==> config.mk <==
export PLATFORM = sky130hd
export DESIGN_NAME = sfsr_core
export DESIGN_NICKNAME = d
export VERILOG_FILES = /design/src/rtl/placeholder_unused.sv /design/src/rtl/sfsr_pkg.sv /design/src/rtl/sfsr_op_if.sv /design/src/rtl/sfsr_timer.sv /design/src/rtl/sfsr_spi_rx.sv /design/src/rtl/sfsr_core.sv
export SDC_FILE = /design/constraint.sdc
export NUM_CORES = 1
export LEC_CHECK = 0
export BUFFER_PORTS_ARGS = -buffer_cell sky130_fd_sc_hd__buf_2
export CORE_MARGIN = 2
export CORE_UTILIZATION = 51
export CTS_CLUSTER_DIAMETER = 50
export DETAILED_ROUTE_END_ITERATION = 10
export GPL_ROUTABILITY_DRIVEN = 0
export PLACE_DENSITY = 0.75
export SYNTH_ARGS = -nofsm -noshare
export SYNTH_HDL_FRONTEND = slang
export SYNTH_SLANG_ARGS = --single-unit
==> constraint.sdc <==
create_clock -name mclk -period 2 [get_ports mclk]
set_input_delay 0.4 -clock mclk [delete_from_list [all_inputs] [get_ports mclk]]
set_output_delay 0.4 -clock mclk [all_outputs]
set_load 0.01 [all_outputs]
==> src/rtl/placeholder_unused.sv <==
`timescale 1ns/1ns

==> src/rtl/sfsr_pkg.sv <==
// Purpose: Shared constants and types for the serial flash soft reset block
// Assumes: mclk runs at 20 MHz; SPI link is sampled by mclk
// Notes: All offsets are byte addresses on a 32-bit APB bus
package sfsr_pkg;

  // Clock and timing
  localparam int CLK_PERIOD_NS = 50;            // mclk period
  localparam int T_RST_US = 30;                 // Reset recovery time
  localparam int T_SEL_US = 20;                 // Power to first select
  localparam int T_WRITE_MS = 5;                // Power to first write
  // Least times round up to whole cycles
  localparam int RST_CYC = (T_RST_US * 1000 + CLK_PERIOD_NS - 1) / CLK_PERIOD_NS;
  localparam int VSL_CYC = (T_SEL_US * 1000 + CLK_PERIOD_NS - 1) / CLK_PERIOD_NS;
  localparam int PUW_CYC = (T_WRITE_MS * 1000000 + CLK_PERIOD_NS - 1) / CLK_PERIOD_NS;
  localparam int TMR_W = 10;                    // Fits RST_CYC
  localparam int PWR_W = 17;                    // Fits PUW_CYC
  localparam int BITCNT_W = 4;                  // Saturates at 9 bits

  // Opcodes
  localparam logic [7:0] OP_ARM_RESET = 8'h66;
  localparam logic [7:0] OP_EXEC_RESET = 8'h99;
  localparam logic [7:0] OP_WRITE_ENABLE = 8'h06;
  localparam logic [7:0] OP_WRITE_DISABLE = 8'h04;
  localparam logic [3:0] OP_BITS = 4'h8;        // Exact opcode length

  // Register offsets
  localparam logic [7:0] ADDR_CTRL = 8'h00;
  localparam logic [7:0] ADDR_VOL = 8'h04;
  localparam logic [7:0] ADDR_STATUS = 8'h08;
  localparam logic [7:0] ADDR_EVENTS = 8'h0C;
  localparam logic [7:0] ADDR_LASTOP = 8'h10;

  // CTRL bits (write one to act)
  localparam int CTRL_OP_START = 0;
  localparam int CTRL_SUSPEND = 1;
  localparam int CTRL_OP_DONE = 2;

  // VOL field layout
  localparam int VOL_STAT_LSB = 0;
  localparam int VOL_PARAM_LSB = 8;
  localparam int VOL_WRAP_LSB = 16;
  localparam logic [7:0] VOL_STAT_RST = 8'h00;
  localparam logic [7:0] VOL_PARAM_RST = 8'h00;
  localparam logic [2:0] VOL_WRAP_RST = 3'h0;

  // STATUS bits
  localparam int STS_STATE_LSB = 0;
  localparam int STS_BUSY = 2;
  localparam int STS_SUSP = 3;
  localparam int STS_WR_LATCH = 4;
  localparam int STS_SEL_OK = 5;
  localparam int STS_WR_OK = 6;

  // EVENTS bits
  localparam int EV_W = 5;
  localparam int EV_RESET_DONE = 0;
  localparam int EV_REJECTED = 1;
  localparam int EV_CORRUPT = 2;
  localparam int EV_EARLY_SEL = 3;
  localparam int EV_WR_INHIBIT = 4;

  // Reset sequencer states, Gray along idle, armed, recover
  typedef enum logic [1:0] {
    ST_IDLE = 2'b00,
    ST_ARMED = 2'b01,
    ST_RECOVER = 2'b11
  } sfsr_state_t;

  // Opcode match on a complete eight-bit frame
  function automatic logic sfsr_is_op(input logic [7:0] code, input logic len_ok, input logic [7:0] want);
    sfsr_is_op = len_ok && (code == want);
  endfunction : sfsr_is_op

endpackage : sfsr_pkg

==> src/rtl/sfsr_op_if.sv <==
// Purpose: Carries decoded SPI frames from the receiver to the core
// Assumes: All signals are on mclk
// Notes: frame_end and frame_start are one-cycle pulses
`timescale 1ns/1ns
interface sfsr_op_if;
  logic frame_start;        // Chip select went low
  logic frame_end;          // Chip select went high
  logic [7:0] op_byte;      // First eight bits of the frame
  logic len_ok;             // Exactly eight bits were clocked
  modport rx (output frame_start, frame_end, op_byte, len_ok);
  modport core (input frame_start, frame_end, op_byte, len_ok);
endinterface : sfsr_op_if

==> src/rtl/sfsr_timer.sv <==
// Purpose: Down counter for the reset recovery interval
// Assumes: load is a one-cycle pulse
// Notes: running stays high for exactly RST_CYC cycles after load
`timescale 1ns/1ns
module sfsr_timer
  import sfsr_pkg::*;
(
  // Clock and reset
  input wire logic mclk,
  input wire logic rst_n,
  // Control
  input wire logic load,
  // Status
  output logic running,
  output logic done
);

  logic [TMR_W-1:0] cnt_reg;   // Cycles left
  logic [TMR_W-1:0] cnt_next;

  // Reload wins over counting
  assign cnt_next = load ? TMR_W'(RST_CYC) : (cnt_reg != '0) ? cnt_reg - 1'b1 : cnt_reg;
  assign running = (cnt_reg != '0);
  assign done = (cnt_reg == TMR_W'(1)) && !load;

  // Counter register
  always_ff @(posedge mclk or negedge rst_n) begin
    if (!rst_n) begin
      cnt_reg <= '0;
    end else begin
      cnt_reg <= cnt_next;
    end
  end

endmodule : sfsr_timer

==> src/rtl/sfsr_spi_rx.sv <==
// Purpose: Samples SPI pins on mclk and frames opcode bytes
// Assumes: sclk is far slower than mclk (mode 0, data taken on rising edge)
// Notes: Each pin passes three flip-flops before use
`timescale 1ns/1ns
module sfsr_spi_rx
  import sfsr_pkg::*;
(
  // Clock and reset
  input wire logic mclk,
  input wire logic rst_n,
  // SPI pins
  input wire logic sclk,
  input wire logic cs_n,
  input wire logic mosi,
  // Frames to core
  sfsr_op_if.rx op
);

  logic [2:0] sclk_sync_reg;   // [0] is read only by [1]
  logic [2:0] cs_sync_reg;
  logic [2:0] mosi_sync_reg;
  logic sclk_st_reg;           // Filtered levels
  logic cs_st_reg;
  logic mosi_st_reg;
  logic [7:0] shift_reg;       // Opcode shifter
  logic [BITCNT_W-1:0] cnt_reg;
  logic start_reg;
  logic end_reg;
  logic [7:0] byte_reg;
  logic len_reg;
  logic sclk_rise;
  logic cs_fall;
  logic cs_rise;

  // A level counts once stages two and three agree
  assign sclk_rise = (sclk_sync_reg[1] == sclk_sync_reg[2]) && sclk_sync_reg[2] && !sclk_st_reg;
  assign cs_fall = (cs_sync_reg[1] == cs_sync_reg[2]) && !cs_sync_reg[2] && cs_st_reg;
  assign cs_rise = (cs_sync_reg[1] == cs_sync_reg[2]) && cs_sync_reg[2] && !cs_st_reg;

  // Synchronisers and filtered levels
  always_ff @(posedge mclk or negedge rst_n) begin
    if (!rst_n) begin
      sclk_sync_reg <= 3'h0;
      cs_sync_reg <= 3'h7;
      mosi_sync_reg <= 3'h0;
      sclk_st_reg <= 1'b0;
      cs_st_reg <= 1'b1;
      mosi_st_reg <= 1'b0;
    end else begin
      sclk_sync_reg <= {sclk_sync_reg[1:0], sclk};
      cs_sync_reg <= {cs_sync_reg[1:0], cs_n};
      mosi_sync_reg <= {mosi_sync_reg[1:0], mosi};
      if (sclk_sync_reg[1] == sclk_sync_reg[2]) sclk_st_reg <= sclk_sync_reg[2];
      if (cs_sync_reg[1] == cs_sync_reg[2]) cs_st_reg <= cs_sync_reg[2];
      if (mosi_sync_reg[1] == mosi_sync_reg[2]) mosi_st_reg <= mosi_sync_reg[2];
    end
  end

  // Shift bits on rising sclk while selected; count saturates past eight
  always_ff @(posedge mclk or negedge rst_n) begin
    if (!rst_n) begin
      shift_reg <= 8'h00;
      cnt_reg <= '0;
    end else if (cs_fall) begin
      cnt_reg <= '0;
    end else if (sclk_rise && !cs_st_reg) begin
      if (cnt_reg < BITCNT_W'(OP_BITS)) shift_reg <= {shift_reg[6:0], mosi_st_reg};
      if (cnt_reg <= BITCNT_W'(OP_BITS)) cnt_reg <= cnt_reg + 1'b1;
    end
  end

  // Frame pulses; length judged at deselect
  always_ff @(posedge mclk or negedge rst_n) begin
    if (!rst_n) begin
      start_reg <= 1'b0;
      end_reg <= 1'b0;
      byte_reg <= 8'h00;
      len_reg <= 1'b0;
    end else begin
      start_reg <= cs_fall;
      end_reg <= cs_rise;
      if (cs_rise) begin
        byte_reg <= shift_reg;
        len_reg <= (cnt_reg == BITCNT_W'(OP_BITS));
      end
    end
  end

  assign op.frame_start = start_reg;
  assign op.frame_end = end_reg;
  assign op.op_byte = byte_reg;
  assign op.len_ok = len_reg;

endmodule : sfsr_spi_rx

==> src/rtl/sfsr_core.sv <==
// Purpose: Soft reset sequencer of a serial flash with APB status and control
// Assumes: SPI pins sampled on mclk; APB slave with zero wait states
// Notes: Each rule is tagged where the logic keeps it
`timescale 1ns/1ns
module sfsr_core
  import sfsr_pkg::*;
#(
  parameter int PUW_CYCLES = PUW_CYC  // Power-up write delay in cycles
)
(
  // Clock and reset
  input wire logic mclk,
  input wire logic rst_n,
  // SPI pins
  input wire logic sclk,
  input wire logic cs_n,
  input wire logic mosi,
  // APB slave
  input wire logic psel,
  input wire logic penable,
  input wire logic pwrite,
  input wire logic [7:0] paddr,
  input wire logic [31:0] pwdata,
  output logic [31:0] prdata,
  output logic pready,
  output logic pslverr,
  // Device status
  output logic in_recovery,
  output logic abort_ops
);

  sfsr_op_if op_bus();               // Receiver to core frames

  // Sequencer and device state
  sfsr_state_t state_reg;            // Sequencer state
  sfsr_state_t state_next;
  logic busy_reg;                    // Internal operation running
  logic suspend_flag_reg;            // Operation suspended
  logic write_enable_latch_reg;      // Write enable latch
  logic [7:0] vol_stat_reg;          // Volatile status bits
  logic [7:0] read_param_field_reg;  // Read parameter setting
  logic [2:0] wrap_setting_field_reg; // Wrap setting

  // Software-visible bookkeeping
  logic [EV_W-1:0] ev_reg;           // Sticky events, write one to clear
  logic [EV_W-1:0] ev_next;
  logic [EV_W-1:0] ev_set;
  logic [7:0] last_op_reg;           // Last accepted opcode
  logic [7:0] rst_cnt_reg;           // Accepted resets, wraps
  logic [PWR_W-1:0] pwr_cnt_reg;     // Time since power-up, saturates
  logic seen_select_reg;             // First select already seen
  logic abort_reg;
  logic recov_reg;
  logic [31:0] prdata_reg;

  // Recovery timer handshake
  logic tmr_load;
  logic tmr_running;
  logic tmr_done;

  // Frame decode
  logic frame_end;
  logic is_arm;
  logic is_exec;
  logic is_wren;
  logic is_wrdi;
  logic reset_accept;
  logic rejected;
  logic select_ok;
  logic write_ok;

  // APB decode
  logic apb_setup;
  logic apb_wr;
  logic hit_ctrl;
  logic hit_vol;
  logic hit_status;
  logic hit_events;
  logic hit_lastop;
  logic mapped;
  logic [31:0] rd_mux;

  // SPI receiver
  // Frames land about four mclk after deselect
  sfsr_spi_rx u_rx (
    .mclk(mclk),
    .rst_n(rst_n),
    .sclk(sclk),
    .cs_n(cs_n),
    .mosi(mosi),
    .op(op_bus)
  );

  // Recovery timer
  // Loaded by the accept pulse
  sfsr_timer u_tmr (
    .mclk(mclk),
    .rst_n(rst_n),
    .load(tmr_load),
    .running(tmr_running),
    .done(tmr_done)
  );

  // Opcode matches need an exact eight-bit frame
  // One frame per deselect
  assign frame_end = op_bus.frame_end;
  assign is_arm = sfsr_is_op(op_bus.op_byte, op_bus.len_ok, OP_ARM_RESET);
  assign is_exec = sfsr_is_op(op_bus.op_byte, op_bus.len_ok, OP_EXEC_RESET);
  // Write enable and disable, same framing
  assign is_wren = sfsr_is_op(op_bus.op_byte, op_bus.len_ok, OP_WRITE_ENABLE);
  assign is_wrdi = sfsr_is_op(op_bus.op_byte, op_bus.len_ok, OP_WRITE_DISABLE);

  // Execute only counts straight after arm
  assign reset_accept = (state_reg == ST_ARMED) && frame_end && is_exec;
  // Anything arriving while recovering is dropped; the timer
  // covers the same span and guards against a state upset
  assign rejected = (state_reg == ST_RECOVER || tmr_running) && frame_end;
  assign tmr_load = reset_accept;

  // Power-up windows seen from the device side
  // Limitation: the first early select is flagged, never blocked; an early write enable is flagged and refused
  assign select_ok = (pwr_cnt_reg >= PWR_W'(VSL_CYC));
  assign write_ok = (pwr_cnt_reg >= PWR_W'(PUW_CYCLES));

  // Sequencer next state
  // Holds by default, so every path assigns
  always_comb begin
    state_next = state_reg;
    case (state_reg)
      ST_IDLE: begin
        // Only a complete arming frame leaves idle
        if (frame_end && is_arm) state_next = ST_ARMED;
      end
      ST_ARMED: begin
        // Any other frame, a second arm included, disarms
        if (frame_end) state_next = is_exec ? ST_RECOVER : ST_IDLE;
      end
      ST_RECOVER: begin
        // Frames ignored until the timer runs out
        if (tmr_done) state_next = ST_IDLE;
      end
      default: begin
        // Unused code falls back to idle
        state_next = ST_IDLE;
      end
    endcase
  end

  // Sequencer state register
  // Gray codes keep idle to armed and armed to recover one bit apart
  always_ff @(posedge mclk or negedge rst_n) begin
    if (!rst_n) begin
      state_reg <= ST_IDLE;
    end else begin
      state_reg <= state_next;
    end
  end

  // Power-up counter; saturates so it never wraps back to unsafe
  // rst_n stands in for power-up here
  always_ff @(posedge mclk or negedge rst_n) begin
    if (!rst_n) begin
      pwr_cnt_reg <= '0;
      seen_select_reg <= 1'b0;
    end else begin
      if (!write_ok || !select_ok) pwr_cnt_reg <= pwr_cnt_reg + 1'b1;
      // First select since release
      if (op_bus.frame_start) seen_select_reg <= 1'b1;
    end
  end

  // APB decode; zero wait states
  // All eight address bits are decoded
  assign apb_setup = psel && !penable;
  assign apb_wr = psel && penable && pwrite;
  assign hit_ctrl = (paddr == ADDR_CTRL);
  assign hit_vol = (paddr == ADDR_VOL);
  assign hit_status = (paddr == ADDR_STATUS);
  assign hit_events = (paddr == ADDR_EVENTS);
  assign hit_lastop = (paddr == ADDR_LASTOP);
  // Five registers, one aligned word each
  assign mapped = hit_ctrl || hit_vol || hit_status || hit_events || hit_lastop;
  // One-cycle access, so pready is tied high
  assign pready = 1'b1;
  // Unmapped offsets error in the access cycle
  assign pslverr = psel && penable && !mapped;

  // Internal operation model: software starts, suspends, finishes
  // Stands in for erase and program
  always_ff @(posedge mclk or negedge rst_n) begin
    if (!rst_n) begin
      busy_reg <= 1'b0;
      suspend_flag_reg <= 1'b0;
    end else if (reset_accept) begin
      // Abort wins over any software request that cycle
      busy_reg <= 1'b0;
      suspend_flag_reg <= 1'b0;
    end else if (apb_wr && hit_ctrl) begin
      // Bits may share one write; done wins
      if (pwdata[CTRL_OP_START]) busy_reg <= 1'b1;
      if (pwdata[CTRL_SUSPEND] && busy_reg) suspend_flag_reg <= 1'b1;
      // Done ends the operation and any suspension
      if (pwdata[CTRL_OP_DONE]) begin
        busy_reg <= 1'b0;
        suspend_flag_reg <= 1'b0;
      end
    end
  end

  // Volatile settings; an accepted reset restores defaults
  // Non-volatile bits are not held here
  always_ff @(posedge mclk or negedge rst_n) begin
    if (!rst_n) begin
      vol_stat_reg <= VOL_STAT_RST;
      read_param_field_reg <= VOL_PARAM_RST;
      wrap_setting_field_reg <= VOL_WRAP_RST;
    end else if (reset_accept) begin
      vol_stat_reg <= VOL_STAT_RST;
      read_param_field_reg <= VOL_PARAM_RST;
      wrap_setting_field_reg <= VOL_WRAP_RST;
    end else if (apb_wr && hit_vol) begin
      // One write sets all three fields
      vol_stat_reg <= pwdata[VOL_STAT_LSB +: 8];
      read_param_field_reg <= pwdata[VOL_PARAM_LSB +: 8];
      wrap_setting_field_reg <= pwdata[VOL_WRAP_LSB +: 3];
    end
  end

  // Write enable latch from SPI; inhibited early after power-up
  // Reset clearing comes first
  always_ff @(posedge mclk or negedge rst_n) begin
    if (!rst_n) begin
      write_enable_latch_reg <= 1'b0;
    end else if (reset_accept) begin
      write_enable_latch_reg <= 1'b0;
    end else if (frame_end && state_reg != ST_RECOVER) begin
      // Enable needs the write window; disable works at any time outside recovery
      if (is_wren && write_ok) write_enable_latch_reg <= 1'b1;
      if (is_wrdi) write_enable_latch_reg <= 1'b0;
    end
  end

  // Event sources; set wins over a same-cycle clear
  // Each source is a one-cycle pulse
  always_comb begin
    ev_set = '0;
    // Recovery ran its full length
    ev_set[EV_RESET_DONE] = tmr_done;
    ev_set[EV_REJECTED] = rejected;
    // Data integrity is not guaranteed; flag it for software
    ev_set[EV_CORRUPT] = reset_accept && (busy_reg || suspend_flag_reg);
    // Host broke its power-up waits
    ev_set[EV_EARLY_SEL] = op_bus.frame_start && !seen_select_reg && !select_ok;
    ev_set[EV_WR_INHIBIT] = frame_end && is_wren && !write_ok && state_reg != ST_RECOVER;
  end
  assign ev_next = (ev_reg & ~((apb_wr && hit_events) ? pwdata[EV_W-1:0] : '0)) | ev_set;

  // Events, last opcode, reset count and pin registers
  always_ff @(posedge mclk or negedge rst_n) begin
    if (!rst_n) begin
      ev_reg <= '0;
      last_op_reg <= 8'h00;
      rst_cnt_reg <= 8'h00;
      abort_reg <= 1'b0;
      recov_reg <= 1'b0;
    end else begin
      // Set and clear merged in ev_next
      ev_reg <= ev_next;
      // Complete frames outside recovery only
      if (frame_end && op_bus.len_ok && !rejected) last_op_reg <= op_bus.op_byte;
      // Count wraps at 256
      if (reset_accept) rst_cnt_reg <= rst_cnt_reg + 1'b1;
      // Registered so the pins never glitch
      abort_reg <= reset_accept;
      recov_reg <= (state_next == ST_RECOVER);
    end
  end

  // Read mux; unmapped and write-only read as zero
  // CTRL is write only, so it has no branch
  assign rd_mux = hit_vol ? {13'h0000, wrap_setting_field_reg, read_param_field_reg, vol_stat_reg} :
                  hit_status ? {25'h0000000, write_ok, select_ok, write_enable_latch_reg,
                                suspend_flag_reg, busy_reg, state_reg} :
                  hit_events ? {27'h0000000, ev_reg} :
                  hit_lastop ? {16'h0000, rst_cnt_reg, last_op_reg} :
                  32'h00000000;

  // Read data captured in the setup cycle, valid in the access cycle
  // Trade-off: registered data, one cycle stale
  always_ff @(posedge mclk or negedge rst_n) begin
    if (!rst_n) begin
      prdata_reg <= 32'h00000000;
    end else if (apb_setup && !pwrite) begin
      prdata_reg <= rd_mux;
    end
  end

  // Outputs straight from flip-flops
  assign prdata = prdata_reg;
  assign in_recovery = recov_reg;
  assign abort_ops = abort_reg;

endmodule : sfsr_core

* Yosys cells after proc, flatten, opt, wreduce, memory -nomap -nowiden
Cells that the tools add are included.
** Storage, ports and cells
- Latch bits :: 0
- Flip-flop bits (word level) :: 142
- Logic and storage cells :: 160
- Bits in read-only memories :: 0
- Memory bits (writable) :: 0
- Memories kept :: 0
** Cells by class
- Multiply operators :: 0
- Add/subtract/negate cells :: 4
- Reduce and logical (&&, ||, !) cells :: 70
- Mux-type cells :: 33
- Shift-type cells :: 0
- Bitwise operators :: 4
- Equal/unequal tests :: 17
- Order comparisons :: 4
- Div/mod/pow operators :: 0
** Operator list (count)
- $mux W16 :: 3
- $logic_and A1 B1 Y1 :: 35
- $mux W8 :: 4
- $eq A8 B3 Y1 const B :: 3
- $mux W10 :: 2
- $mux W19 :: 1
- $add A17 B1 Y17 const B :: 1
- $ge A17 B17 Y1 const B :: 1
- $ge A17 B9 Y1 const B :: 1
- $eq A8 B4 Y1 const B :: 2
- $mux W1 :: 12
- $mux W4 :: 3
- $reduce_bool A2 Y1 :: 6
- $logic_not A1 Y1 :: 11
- $eq A10 B1 Y1 const B :: 1
- $reduce_bool A10 Y1 :: 1
- $sub A10 B1 Y10 const B :: 1
- $reduce_bool A3 Y1 :: 3
- $add A8 B1 Y8 const B :: 1
- $eq A8 B5 Y1 const B :: 1
- $eq A8 B7 Y1 const B :: 1
- $eq A8 B8 Y1 const B :: 1
- $logic_not A8 Y1 :: 1
- $mux W2 :: 4
- other kinds (19) :: 32

* Logic depth before layout (Yosys ltp)
- Word-level depth :: 8
- Mapped depth :: 7
- Gate-level depth less buffers :: 7

* Cells and area by module
From an unflattened synthesis, not the netlist that was laid out.
** Unflattened totals
- Cell total of the unflattened synthesis :: 493
- Area total of the unflattened synthesis :: 5856.9 µm²
** Modules (own cells, without submodules)
- sfsr_core :: instances 1, area an instance 3922.5 µm², cells an instance 351
- sfsr_spi_rx :: instances 1, area an instance 1368.8 µm², cells an instance 88
- sfsr_timer :: instances 1, area an instance 565.5 µm², cells an instance 54

* Worst setup path after synthesis
No wires, ideal clock.
- Path type :: input to register
- From :: input paddr[4]
- To :: register read_param_field_reg[4]
- Stages :: 7
- Arrival time :: 2.077 ns
- Data required time :: 1.879 ns
- Setup slack :: -0.198 ns
- Cell sequence :: or4_4 > nor3_4 > and2_1 > buf_6 > a41oi_4 > buf_2 > a22o_1
** Between the ends
- Word-level cells in the longest chain between the ends :: 3
** Ends and longest elaborated chain
- from (decl) :: line sfsr_core.sv:22 : input wire logic [7:0] paddr,
- $eq A8 B3 Y1 :: line sfsr_core.sv:177 : assign hit_vol = (paddr == ADDR_VOL);
- $logic_and A1 B1 Y1 :: line sfsr_core.sv:221 : end else if (apb_wr && hit_vol) begin
- $reduce_bool A2 Y1 (no line)
- to (signal assigned) :: line sfsr_core.sv:224 : read_param_field_reg <= pwdata[VOL_PARAM_LSB +: 8];
- to (decl) :: line sfsr_core.sv:41 : logic [7:0] read_param_field_reg;
Every way passes these cells.
A chain may end at the register's enable or synchronous reset.

* Worst setup path in the final report
- From :: input paddr[6]
- To :: output pslverr
** Between the ends
- Word-level cells in the longest chain between the ends :: 7
** Ends and longest elaborated chain
- $eq A8 B3 Y1 or $logic_not A8 Y1 (tied branches) :: line sfsr_core.sv:177, sfsr_core.sv:176
- $logic_or A1 B1 Y1 (3 in series) :: line sfsr_core.sv:182 : assign mapped = hit_ctrl || hit_vol || hit_status || hit_events || hit_lastop;
- $logic_or A1 B1 Y1 (*) :: line sfsr_core.sv:182
- $logic_not A1 Y1 (*) :: line sfsr_core.sv:186 : assign pslverr = psel && penable && !mapped;
- $logic_and A1 B1 Y1 (*) :: line sfsr_core.sv:186
- to (decl) :: line sfsr_core.sv:26 : output logic pslverr,
Every way passes the cells marked *; elsewhere a longest branch is shown, timed or not.

==> qor.txt <==
Status = finished clean
CP required = 1600 ps
Placed Cells incl. Taps = 694
Startpoint Class = primary input
Clk pin slew, worst setup/hold paths = 60 ps
Via density = 5.61
Worst path cell trace = buf_6 -> or4_4 -> nor3_4 -> buf_6 -> nor3_2 -> buf_2
Remaining global-route overflow = 0
Most Frequent Cell on Critical Path = buf_6
Post-synth cell types = 55
FP Rows = 38
Critical path type = in2out
DRC Markers = 0
P_int = 0.00511 W
Final hold vios = 0
Area contributors post-synth = dfrtp_1 55%, mux2_2 5.2%, a22o_1 3.9%
Warnings, synthesis = 0
Avg Cell Area, Syn = 11.6 µm²
Final critical-path share of the clock period = 98.1%
Worst Reg2Reg Path Length in Cells = 7
DRT antenna net count = 0
Final Hold Slack = 90.4 ps
Num CTS Buffers = 17
Post-Syn Instances = 487
Vias in the first global route = 4055
Peak supply drop = 0.000669 V
CP peak stage delay = 550 ps
1st-iter DRT viols = 320
Port bufs = 56
DRT Pass-1 Iters = 7
Share of cells above drive strength 1 = 28.3%
Post-Syn Area = 0.00567 mm²
H-tree Lvls = 4
Fill cell count = 818
Async set-reset flop share out of synthesis = 100%
Area leader, netlist = dfrtp_1
Die width = 109 µm
Pins over their slew limit = 0
Sw Ratio = 25.2%
Post-Route WL = 12.2 mm
Deepest clock path buffer count = 2
Nets@finish = 637
Clk root buf = clkbuf_8
IO Count = 84
Synth Register Bits = 129
Initial antenna violation count = 0
First-pass GRT wire length = 19.8 mm
Vert. Die Dim = 109 µm
Final Util = 64.1%
Pwr/cell area = 983 mW/mm²
RSZ-0062 raised after global routing = yes
CP startpoint = paddr[6]
Power share of the sequential group = 43.8%
Ys flop type = dfrtp_1
R2R Path Start = u_tmr.cnt_reg[0]
Post-synth top cells = 125 x dfrtp_1, 39 x nor2_1, 33 x nand2_1
Layout area overhead = 22.6%
Largest register FFs = 19
CTS tree = yes
Worst path slowest cell = or4_4
Core ar. = 0.0108 mm²
Die area = 0.0120 mm²
Final worst path period need = 1960 ps
Post-DP HPWL = 8.31 mm
Top-count cell post-synth = dfrtp_1
Post-synthesis sequential area ratio = 57.0%
Pleak = 3.33 nW
Slew @ Worst Pin = 631 ps
Largest net degree at the start of global routing = 69
Hold path depth = 2
Achievable Freq = 510 MHz
Vias = 4098
Clock sink total = 129
Final setup viols = 0
Max-cap violations = 0
Clk_skew = 11.6 ps
CP delay by family, top = simple AND/OR/NAND/NOR gates
Number of flops mapped to enable cells by yosys = 0
CP bufs+invs = 3
Crit end category = output pin
Starting Density = 52.3%
Final Non-Filler Cells = 731
Dpl ws = -198 ps
Number of diodes = 0
Worst setup margin = 38.6 ps
Crit. path cell count = 6
P_sw = 0.00172 W
Comb pwr share = 9.9%
Slew headroom = 57.8%
Gr usage total = 21.6%
Worst min-delay path category = in2reg
Start point of the worst hold path = pwdata[15]
Worst-Skew Late Latency = 520 ps
Clock share of power = 46.3%
Routed length per instance = 16.8 µm
Synth top area share = 55.2%
WP data arrival = 1560 ps
Maximum fanout along the worst path = 2
kinds of logic after synthesis:
family                   Yosys count  share of synthesized area [%]
AND/OR/NAND/NOR                  152                           14.1
flip-flops                       129                           57.0
AO/OA/AOI/OAI                     89                           11.9
buffers and inverters             46                           4.30
XOR/XNOR                          30                           4.63
multiplexers                      27                           5.34
adder cells (fa/ha/maj)           12                           2.60
other                              2                          0.132
power groups by stage:
stage | Clock [W] | Combinational, W | Sequential, W
2_1_floorplan | 0 | 0.000341 | 0.00303
3_3_place_gp | 0 | 0.000629 | 0.00302
3_5_place_dp | 0 | 0.000657 | 0.00304
4_1_cts | 0.00320 | 0.000676 | 0.00299
5_1_grt | 0.00334 | 0.000751 | 0.00303
6_report | 0.00316 | 0.000676 | 0.00299
final timing paths:
check,end,slack [ps]
max,pslverr,40
min,read_param_field_reg[7],90
max reg2reg,u_tmr.cnt_reg[6],60
min reg2reg,u_rx.mosi_sync_reg[1],350
max in group asynchronous,last_op_reg[4],1040
min in group asynchronous,read_param_field_reg[6],310
cell type report:
class	count	area, µm²	area share (%)
inverter	15	61.3	0.882
timing repair buffer	91	603	8.68
tap	140	175	2.52
clock inverter	15	195	2.81
multi-input combinational	324	2270	32.6
clock buffer	17	414	5.96
sequential	129	3230	46.5
metal layers:
layer,global-route usage (%),vias to the layer above,part of all wire [%]
li1,-,1907,-
met1,27.9,2032,43
met2,35.6,143,50
met3,5.69,16,6.2
met4,6.69,0,1.3
met5,0,-,0
metrics by stage:
step / power (W) / instance area (µm²) / setup TNS (ps)
floorplan: 0.00337 / 5720 / -2520
global placement: 0.00365 / 6250 / -2850
detailed placement: 0.00369 / 6250 / -3770
CTS: 0.00687 / 6910 / 0
global route: 0.00712 / 6950 / -59.1
finish: 0.00683 / 6950 / 0
cell usage in the layout (no fill, tap or decap), types with 3 or more instances in the layout:
cell,synthesis,routed
inv_1,14,14
and3_1,7,7
inv_6,0,7
xnor2_1,20,20
dfrtp_1,125,125
a22o_1,25,25
nand2_1,33,33
nor3_1,9,7
ha_1,11,10
o2bb2ai_1,3,3
nand4_1,11,11
o21ai_0,9,9
nor2b_1,3,3
dfstp_2,4,4
clkinv_4,0,3
a31oi_1,6,6
a22oi_1,10,10
nor4_1,4,3
nor3b_1,4,3
buf_12,0,3
mux2_2,26,26
a21oi_1,17,17
dlygate4sd3_1,0,4
conb_1,2,14
nor2_1,39,39
a222oi_1,5,5
nand3_1,19,19
buf_2,3,54
clkbuf_16,0,16
buf_4,14,28
or3b_2,3,3
bufinv_16,0,3
and2_1,5,5
xor2_1,10,10
repair_timing:
item | 4_1_cts | 5_1_grt
hold buffers | 4 | 0
endpoints found under the setup margin | 20 | 25
pin swaps | 0 | 3
resized for setup | 2 | 7
endpoints found under the hold margin | 20 | 0
setup buffers | 0 | 1
Power figures use the tool's default switching activity.
